$ cat src/pkg/bmc_defs.vh
// constants for the battery mode controller
// assumes inclusion by bare name from design files
`ifndef BMC_DEFS_VH
`define BMC_DEFS_VH
`define BMC_REQ_DISPLAY_BIT 6
`define BMC_REQ_SLEEP_BIT 7
`define BMC_BOOST_PLL_ON 2'b10
`define BMC_WAKE_NONE 7'h00
`define BMC_WAKE_TIMER 0
`define BMC_WAKE_BUTTON 1
`define BMC_WAKE_PIN4 2
`define BMC_WAKE_PIN52 3
`define BMC_WAKE_PIN55 4
`define BMC_WAKE_SERIAL 5
`define BMC_WAKE_OPTICAL 6
`define BMC_WAKE_BITS 7
`define BMC_SYNC_SETTLE 2'h2
`endif

$ cat src/verilog/bmc_sync.v
// two-stage synchroniser bank
// assumes asynchronous level inputs, one destination clock
`timescale 1ns/1ns
module bmc_sync
#(
  parameter WIDTH = 8
)
(
  input wire clk,
  input wire reset,
  input wire clkEnable,
  input wire [WIDTH-1:0] asyncIn,
  output wire [WIDTH-1:0] syncOut
);
  reg [WIDTH-1:0] stage1_reg;
  reg [WIDTH-1:0] stage2_reg;
  // first stage feeds only the second
  always @(posedge clk)
  begin
    if (reset)
    begin
      stage1_reg <= {WIDTH{1'b0}};
      stage2_reg <= {WIDTH{1'b0}};
    end
    else if (clkEnable)
    begin
      stage1_reg <= asyncIn;
      stage2_reg <= stage1_reg;
    end
  end
  assign syncOut = stage2_reg;
endmodule

$ cat src/verilog/bmc_mode_ctrl.v
// operating-mode controller: mission, brownout, display-only, sleep
// assumes always-on clock; comparator and wake pins are asynchronous
`timescale 1ns/1ns
`include "bmc_defs.vh"
module bmc_mode_ctrl
(
  input wire clk,
  input wire reset,
  input wire clkEnable,
  input wire supplyComparatorLow,
  input wire systemPowerPresent,
  input wire pllStable,
  input wire [7:0] modeRequest,
  input wire [1:0] displayBoostSelect,
  input wire wakeTimerTimeout,
  input wire pushbuttonInput,
  input wire sharedPin4,
  input wire sharedPin52,
  input wire sharedPin55,
  input wire serialReceivePin,
  input wire opticalReceivePin,
  input wire wakeCauseClear,
  output reg missionMode,
  output reg brownoutMode,
  output reg displayOnlyMode,
  output reg sleepMode,
  output reg supplyOkFlag,
  output reg systemResourcesEnable,
  output reg batterySupplySelect,
  output reg pllEnable,
  output reg processorReset,
  output reg [6:0] wakeCause
);
  localparam ST_START = 5'b00001;
  localparam ST_MISSION = 5'b00010;
  localparam ST_BROWNOUT = 5'b00100;
  localparam ST_DISPLAY = 5'b01000;
  localparam ST_SLEEP = 5'b10000;

  reg [4:0] state_reg;
  reg [4:0] state_next;
  reg pin4Prev_reg;
  reg serialPrev_reg;
  reg opticalPrev_reg;
  reg [6:0] wakeCause_next;
  wire [7:0] syncBits;
  wire supplyGood;
  wire powerGood;
  wire [6:0] wakeEvents;
  wire anyWake;
  reg [1:0] settle_reg;
  wire settled;

  bmc_sync #(.WIDTH(8)) inputSync
  (
    .clk(clk),
    .reset(reset),
    .clkEnable(clkEnable),
    .asyncIn({~supplyComparatorLow, wakeTimerTimeout, pushbuttonInput,
      sharedPin4, sharedPin52, sharedPin55, serialReceivePin,
      opticalReceivePin}),
    .syncOut(syncBits)
  );

  // receive lines idle at either level, so any change is activity
  function rx_activity;
    input now;
    input prev;
    begin
      rx_activity = now ^ prev;
    end
  endfunction

  assign supplyGood = syncBits[7];
  assign powerGood = systemPowerPresent & supplyGood;

  assign wakeEvents[`BMC_WAKE_TIMER] = syncBits[6];
  assign wakeEvents[`BMC_WAKE_BUTTON] = syncBits[5];
  // pin 4 edge, pins 52 and 55 level
  assign wakeEvents[`BMC_WAKE_PIN4] = syncBits[4] & ~pin4Prev_reg;
  assign wakeEvents[`BMC_WAKE_PIN52] = syncBits[3];
  assign wakeEvents[`BMC_WAKE_PIN55] = syncBits[2];
  assign wakeEvents[`BMC_WAKE_SERIAL] =
    rx_activity(syncBits[1], serialPrev_reg);
  assign wakeEvents[`BMC_WAKE_OPTICAL] =
    rx_activity(syncBits[0], opticalPrev_reg);
  assign anyWake = |wakeEvents;
  // sync stages read zero until filled, else a false brownout
  assign settled = settle_reg == `BMC_SYNC_SETTLE;

  always @*
  begin
    state_next = state_reg;
    wakeCause_next = wakeCause;
    if (wakeCauseClear)
      wakeCause_next = `BMC_WAKE_NONE;
    case (state_reg)
      ST_START:
      begin
        if (!settled)
          state_next = ST_START;
        else if (powerGood & pllStable)
          state_next = ST_MISSION;
        else if (!powerGood)
          state_next = ST_BROWNOUT;
      end
      ST_MISSION:
      begin
        if (!powerGood)
          state_next = ST_BROWNOUT;
        else if (modeRequest[`BMC_REQ_DISPLAY_BIT])
          state_next = ST_MISSION;
      end
      ST_BROWNOUT:
      begin
        if (powerGood)
          state_next = ST_MISSION;
        // requests only honoured here
        // a request left set re-enters straight after a wake
        // sleep has priority
        else if (modeRequest[`BMC_REQ_SLEEP_BIT])
          state_next = ST_SLEEP;
        else if (modeRequest[`BMC_REQ_DISPLAY_BIT])
          state_next = ST_DISPLAY;
      end
      ST_DISPLAY, ST_SLEEP:
      begin
        if (powerGood)
          state_next = ST_MISSION;
        else if (anyWake)
          state_next = ST_BROWNOUT;
        // capture cause, set wins over clear
        if (!powerGood && anyWake)
          wakeCause_next = wakeEvents;
      end
      default:
        state_next = ST_START;
    endcase
  end

  always @(posedge clk)
  begin
    if (reset)
    begin
      state_reg <= ST_START;
      settle_reg <= 2'h0;
      // edge history starts at the synchroniser reset level
      pin4Prev_reg <= 1'b0;
      serialPrev_reg <= 1'b0;
      opticalPrev_reg <= 1'b0;
      wakeCause <= `BMC_WAKE_NONE;
      missionMode <= 1'b0;
      brownoutMode <= 1'b0;
      displayOnlyMode <= 1'b0;
      sleepMode <= 1'b0;
      supplyOkFlag <= 1'b0;
      systemResourcesEnable <= 1'b0;
      batterySupplySelect <= 1'b0;
      pllEnable <= 1'b1;
      processorReset <= 1'b0;
    end
    else if (clkEnable)
    begin
      state_reg <= state_next;
      if (!settled)
        settle_reg <= settle_reg + 2'h1;
      pin4Prev_reg <= syncBits[4];
      serialPrev_reg <= syncBits[1];
      opticalPrev_reg <= syncBits[0];
      wakeCause <= wakeCause_next;
      missionMode <= state_next == ST_MISSION;
      brownoutMode <= state_next == ST_BROWNOUT;
      displayOnlyMode <= state_next == ST_DISPLAY;
      sleepMode <= state_next == ST_SLEEP;
      supplyOkFlag <= supplyGood;
      systemResourcesEnable <= state_next == ST_MISSION;
      // battery feeds every mode but mission and start
      batterySupplySelect <= state_next != ST_MISSION &&
        state_next != ST_START;
      // display-only pll needs boost select 10
      pllEnable <= state_next == ST_SLEEP ? 1'b0 :
        state_next == ST_DISPLAY ?
        displayBoostSelect == `BMC_BOOST_PLL_ON : 1'b1;
      // processor never reset by mode changes
      processorReset <= 1'b0;
    end
  end
endmodule

$ cat config.mk
export PLATFORM = sky130hd
export DESIGN_NAME = bmc_mode_ctrl
export DESIGN_NICKNAME = d
export VERILOG_FILES = /design/src/verilog/bmc_sync.v /design/src/verilog/bmc_mode_ctrl.v
export VERILOG_INCLUDE_DIRS = /design/src /design/src/pkg
export SDC_FILE = /design/constraint.sdc
export NUM_CORES = 1
export LEC_CHECK = 0
export ABC_CLOCK_PERIOD_IN_PS = 2400
export BUFFER_PORTS_ARGS = -buffer_cell sky130_fd_sc_hd__buf_2
export CAP_MARGIN = 40
export CORE_MARGIN = 4
export CORE_UTILIZATION = 50
export DETAILED_ROUTE_END_ITERATION = 8
export PLACE_DENSITY = 0.86
export SLEW_MARGIN = 20
export SYNTH_ARGS = -nofsm -noshare
export SYNTH_HDL_FRONTEND = slang
export SYNTH_SLANG_ARGS = --single-unit
$ cat constraint.sdc
create_clock -name clk -period 2.4 [get_ports clk]
set_input_delay 0.24 -clock clk [delete_from_list [all_inputs] [get_ports clk]]
set_output_delay 0.24 -clock clk [all_outputs]
set_load 0.02 [all_outputs]
Yosys cells after proc, flatten, opt, wreduce, memory -nomap -nowiden
Index checks and enable logic that the tools add are counted.

storage, ports and cells
  bits in registers = 40
  latch bits = 0
  bits in writable memories = 0
  memory bits (read-only) = 0
  bits of input ports = 24
  logic and storage cells = 59
  memories kept = 0

operators by class
  add/sub/neg operators = 1
  $mul = 0
  div/mod/pow operators = 0
  $lt $le $gt $ge = 0
  equality and inequality tests = 13
  shift-type cells = 0
  mux-type cells = 16
  bitwise gates (word level) = 8
  reduce and logical (&&, ||, !) cells = 6

operators with widths
  cell                 count
  $mux 5               10
  $mux 7               3
  $pmux 5 s4           1
  $eq 5x2->1 const B   2
  $eq 5x3->1 const B   2
  $eq 5x4->1 const B   2
  $eq 5x5->1 const B   2
  $reduce_or 7->1      1
  $eq 5x1->1 const B   1
  $ne 5x1->1 const B   1
  $ne 5x2->1 const B   1
  $eq 2x2->1 const B   2
  $and 1x1->1          3
  $not 1->1            3
  $add 2x1->2 const B  1
  $logic_and 1x1->1    2
  $mux 1               2
  $reduce_and 2->1     1
  $reduce_or 2->1      1
  $xor 1x1->1          2
  $logic_not 1->1      1

Logic depth before layout (Yosys ltp)
Gate-level depths: netlist of run 1.

  word-level depth = 9
  depth in mapped cells = 7
  gate-level depth less buffers = 7

Cells and area by module
A second synthesis of run 1 with hierarchy kept.

second synthesis, totals
  cells, all modules = 202
  area, all modules = 1,813.0 µm²

modules (own cells, without submodules)
  module         times used  cells each  area an instance (µm²)
  bmc_mode_ctrl  1           150         1,232.4
  bmc_sync       1           52          580.6

Worst setup path after synthesis of run 1
OpenSTA, ideal clock, no wires.

  path type = register to register
  from = register inputSync.stage2_reg[2], in the netlist inputSync.syncOut[2]
  to = register state_reg[2]
  library setup time = 131 ps
  arrival time = 1,659 ps
  slack = 610 ps
  cell stages (with the launch flop) = 6
  period minus slack after synthesis = 1,790 ps
  cell sequence = dfxtp_1 -> or4_4 -> nor4_4 -> nor4_2 -> a2111oi_2 -> nor3_1

on the way
  word-level cells in the longest chain between the ends = 4

RTL lines
  item                    RTL line             text
  from (decl)             bmc_sync.v:16        reg [WIDTH-1:0] stage2_reg;
  from (signal assigned)  bmc_sync.v:23        stage2_reg <= {WIDTH{1'b0}};
  from (signal assigned)  bmc_sync.v:28        stage2_reg <= stage1_reg;
  $reduce_or 7->1         bmc_mode_ctrl.v:87   assign anyWake = |wakeEvents;
  $mux 5                  bmc_mode_ctrl.v:130  else if (anyWake)
  $mux 5                  bmc_mode_ctrl.v:128  if (powerGood)
  $pmux 5 s4              bmc_mode_ctrl.v:97   case (state_reg)
  to (signal assigned)    bmc_mode_ctrl.v:164  state_reg <= state_next;
  to (decl)               bmc_mode_ctrl.v:40   reg [4:0] state_reg;

Every way passes these cells.
A chain may end at the register's enable or synchronous reset.

Final worst setup path of run 1
Same ends and word-level chain as after synthesis.

==> results of run 1 <==
[synthesized netlist by cell type (3+ instances only)]
cell type,n
xor2_1,3
nand2_1,11
a21o_1,4
o21ai_0,3
inv_1,7
nand2b_1,8
nor3_1,5
dfxtp_1,40
mux2i_1,26
clkbuf_1,9
nor2_1,32
a211oi_1,4
a21oi_1,6
[power by group through the flow]
stage               combinational [mW]  clock, mW  sequential, mW
detailed placement               0.148          0           0.727
CTS                              0.149      0.353           0.712
global route                     0.169      0.381           0.717
global placement                 0.144          0           0.725
floorplan                        0.114          0           0.724
finish                           0.149      0.349           0.712
[routing by layer]
layer  routed length (µm)  part of all wire [%]  vias to the layer above  track usage (%)
met5                    0                     0                        -                0
li1                     -                     -                      685                -
met2                 1341                    43                       34            24.01
met1                 1549                    49                      606            19.57
met3                  174                   5.6                        4            5.396
met4                   69                   2.2                        0            8.122
[per-stage QoR]
step                      hold slack, ns  cell area, µm²  std cells
after floorplan                   0.3390            1725        186
after global placement            0.4255            1893        252
after detailed placement          0.4354            1893        252
after CTS                        0.06694            1952        260
after global routing             0.06938            1952        260
final                            0.07262            1952        260
[final cells by class]
cell class	instances	area, µm²
well taps	46	57.56
inverters	7	26.28
clock buffers	8	58.81
flip-flops and latches	40	800.8
fillers	305	1385
multi-input cells	126	840.8
repair buffers	33	167.7
[final timing paths]
| kind | depth (start not counted) | slack, ns | endpoint | from |
|---|---|---|---|---|
| worst max-delay path | 5 | 0.42 | state_reg[2]$_SDFFE_PP0P_ | inputSync.syncOut[2]$_SDFFE_PP0P_ |
| worst min-delay path | 2 | 0.07 | inputSync.stage1_reg[7]$_SDFFE_PP0P_ | supplyComparatorLow |
| worst max register to register | 5 | 0.42 | state_reg[2]$_SDFFE_PP0P_ | inputSync.syncOut[2]$_SDFFE_PP0P_ |
| worst min register to register | 2 | 0.46 | wakeCause[6]$_SDFFE_PP0P_ | wakeCause[6]$_SDFFE_PP0P_ |
[critical path, stage by stage (launching register included)]
cell and delay [ns]:
dfxtp_1 0.35, or4_4 0.55, nor4_4 0.34, nor4_2 0.09, a2111oi_2 0.43, nor3_1 0.09
[logic make-up after synthesis]
group,Yosys count,share of synthesized area [%]
buf+inv,20,4.858
mux,26,15.08
fa+ha+maj,1,0.7250
other cells,1,0.2173
simple gates,69,20.23
xor+xnor,5,2.539
flops,40,46.41
compound gates,24,9.935
[cells in the final DEF (no fill, tap or decap), drive strengths merged, types with 2 or more instances in the layout]
master  count
dfxtp      40
buf        33
nor2       32
mux2i      26
nand2      12
nand2b      8
clkbuf      8
inv         7
a21oi       6
nor3        5
a211oi      4
a21o        4
xor2        3
o21ai       3
nor4        3
xnor2       2
nor2b       2
or4         2
==> metrics.cfg, run 1 <==
[yosys]
synth_nets=211
synth_cells=186
synthFlopType=dfxtp_1
synth_edf_count=0
yosysWarnings=0
ys_seq_area_share_pct=46.41
ys_types=38
syn_area_um2=1725
synth_seq_cells=40
syn_area_per_cell_um2=9.276
synth_area_leaders=dfxtp_1 46%, mux2i_1 15%, nor2_1 7.0%
synthArstFlopShare_pct=0
yosys.area.top_type=dfxtp_1
synth_top_area_share_pct=46.41

[worst_setup_path]
arrival_ns=2.19
worstSetupPathType=reg -> reg
crit_path_start_kind=flop
crit_fanout=3
cp-end-kind=flop
cp.required_ns=2.61

[routing]
route.detailed.drc=0
first_iter_violations=69
routed_wirelength_mm=3.135
wl_per_cell_um=12.06
ant_nets=0
firstDrtPassIters=5
dr_total_vias=1329
vias_per_cell=5.112

[clock_tree]
hold_buffers=0
clock_sinks=40
clkLatencyLatePin_ns=0.34
post_cts.repair.setup_buffers=0
numCtsBuffers=5
cts_tree=built
clk_path_buf_depth=2
post_cts_resized=0
clockRootBuffer=clkbuf_4
htreeDepth=2
clk_pin_slew_ns=0.11

[finish]
areaGrowthSynthToFinish_pct=13.13
n_antenna_cell=0
drive_gt1_share_pct=20.56
nets=238
layout.core_utilization_pct=58.49

[sta]
relSlewSlack_pct=57.80
layout_min_cycle_time_ns=1.978
fin_crit_sh_pct=82.43
hold_violations=0
final.setup.worst_slack_ns=0.4218
tightest_slew_ns=0.6330
clock_skew_ns=0.01070
setup_viol=0
drv_slew=0
tns_ns=0
fmax_mhz=505.5
rsz0062_at_grt=false

[power_and_ir_drop]
power_frac_comb_pct=12.3
total_power_mw=1.210
irDropWorstVdd_v=0.0002701
cellPowerDensity_nw_per_um2=619.7
power.net_switching_mw=0.3077
internal-power_mw=0.9019
p_leak_nw=0.9262
swShare_pct=25.44
seqPwrFrac_pct=58.9
power.share.clock_pct=28.8

[floorplan]
die_area_um2=4455
core_um2=3337
fp.dieH_um=66.75
rows=21
io_pins=40
die_w_um=66.75
floorplan.initialDensity_pct=51.71

[placed_design]
dpl.hpwl_mm=2.244
gp_congestion=0.8305
port_buffers=32
dp_slack_ns=0.4380

[status]
status=completed

[grt]
grt_pass1_vias=1252
gr-total-overflow=0
antenna_found_initial=0
grt_first_pass_wirelength_mm=5.375
gr-usage-all-layers_pct=15.78
grt_start_max_net_pins=40

[hold_path]
holdCritPathClass=in -> reg

[flow_run]
cap_violations=0

Note: power is estimated with default switching activity, not from simulation.
==> inputs of run 2 (changes only) <==
Settings changed: ABC_CLOCK_PERIOD_IN_PS 2400 to 1600, CORE_UTILIZATION 50 to 47, PLACE_DENSITY 0.86 to 0.85.
Clock period 2.4 ns to 1.6 ns, I/O delays scaled along.
==> metrics.cfg, run 2 (synthesis gave the netlist of run 1 again) <==
[status]
status=complete, but fails checks
violations=negative setup slack

[placed_design]
port_buffers=32
dpl.hpwl_mm=2.441
gp_congestion=0.8629

[flow_run]
cap_violations=0

[hold_path]
min_from=supplyComparatorLow
holdCritPathClass=in -> reg

[worst_setup_path]
cp-startpoint=inputSync.syncOut[2]$_SDFFE_PP0P_
r2r_slack_ns=-0.17
regToRegStartpoint=inputSync.syncOut[2]$_SDFFE_PP0P_
crit_fanout=2
arrival_ns=2.00
cp.required_ns=1.84
crit_path_start_kind=flop
critPathTopFamily=simple AND/OR/NAND/NOR gates
crit_path_max_incr_delay_ns=0.54
crit_chain=or4_4, nor4_4, buf_4, a32oi_2, a21o_1, a21oi_2
worstPathBufferInverterCount=1
slowest_stage=or4_4
worstSetupPathType=reg -> reg
cp-end-kind=flop

[routing]
dr_total_vias=1405
vias_per_cell=5.091
firstDrtPassIters=4
route.detailed.drc=0
first_iter_violations=107
wl_per_cell_um=13.42
ant_nets=0
routed_wirelength_mm=3.704

[grt]
use_met3_pct=6.159
grt_util_met1_pct=17.33
grt_use_met2_pct=28.49
grt_pass1_vias=1268
grt_first_pass_wirelength_mm=5.589
antenna_found_initial=0
gr-usage-all-layers_pct=16.68
top_usage_layer=met2
grt_start_max_net_pins=24
gr-total-overflow=0

[sta]
final.setup.worst_slack_ns=-0.1657
hold_violations=0
fin_crit_sh_pct=110.4
drv_slew=0
clock_skew_ns=0.005482
fmax_mhz=566.3
tns_ns=-1.395
setup_viol=13
rsz0062_at_grt=true
layout_min_cycle_time_ns=1.766

[power_and_ir_drop]
cellPowerDensity_nw_per_um2=934.1
total_power_mw=2.041
irDropWorstVdd_v=0.0005352
p_leak_nw=1.040

[clock_tree]
htreeDepth=2
clk_path_buf_depth=2
clockRootBuffer=clkbuf_8
clkLatencyLatePin_ns=0.29
clk_pin_slew_ns=0.07
hold_buffers=0
clock_sinks=40
numCtsBuffers=5
cts_tree=built

[finish]
areaGrowthSynthToFinish_pct=26.61
multi_input_area_um2=922.1
final-seq-area_um2=800.8
layout.core_utilization_pct=63.47
final_cell_mix=40 x dfxtp_1, 32 x nor2_1, 32 x buf_2
nets=254
mostFrequentLayoutCell=dfxtp_1
drive_gt1_share_pct=29.13
fillers=293
n_antenna_cell=0

[floorplan]
fp.dieH_um=68.59
rows=21
die_w_um=68.59
io_pins=40
die_area_um2=4705
floorplan.initialDensity_pct=50.13
core_um2=3442

-- run 2: worst paths after layout --
| path | endpoint | cells after the start |
|---|---|---|
| setup / recovery | state_reg[3]$_SDFFE_PP0P_ | 6 |
| hold / removal | inputSync.stage1_reg[7]$_SDFFE_PP0P_ | 2 |
| setup reg to reg | state_reg[3]$_SDFFE_PP0P_ | 6 |
| hold reg to reg | wakeCause[0]$_SDFFE_PP0P_ | 2 |
-- run 2: layout make-up --
type	count	area share (%)
inverter	7	1.203
multi-input combinational	126	42.21
sequential	40	36.66
tap	46	2.635
timing repair buffer	49	13.17
clock buffer	8	4.124
-- run 2: power breakdown --
group          total [mW]  leakage (nW)  switching, mW  internal (mW)
logic               0.295         0.668          0.160          0.135
registers            1.06         0.327         0.0261           1.04
clock network       0.683        0.0455          0.332          0.351
-- run 2: timing repair --
action	in CTS	in global routing
setup buffers	0	1
setup endpoints to repair	14	16
hold endpoints to repair	0	0
gates resized for setup	5	7
pin swaps	1	4
-- run 2: per-stage QoR --
| step | instances | setup WS (ns) | cell area (µm²) | hold slack (ns) |
|---|---|---|---|---|
| floorplan | 186 | -0.02144 | 1725 | 0.2590 |
| global placement | 267 | -0.07117 | 2006 | 0.3454 |
| detailed placement | 267 | -0.1755 | 2006 | 0.3483 |
| CTS | 275 | -0.2116 | 2127 | 0.03252 |
| global route | 276 | -0.2151 | 2185 | 0.04641 |
| finish | 276 | -0.1657 | 2185 | 0.04277 |
-- run 2: worst reg2reg max path, delay by kind of cell (launching register included) --
kind	cells	cell delay [ns]
DFF	1	0.32
and+or+nand+nor	2	0.74
AOI/OAI and AO/OA	3	0.45
buffers and inverters	1	0.19
-- run 2: routing by layer --
metal  vias to the layer above  part of all wire [%]
met5                         -                     0
met4                         0                   2.7
met3                        10                   5.9
met2                        42                    51
met1                       641                    41
li1                        712                     -
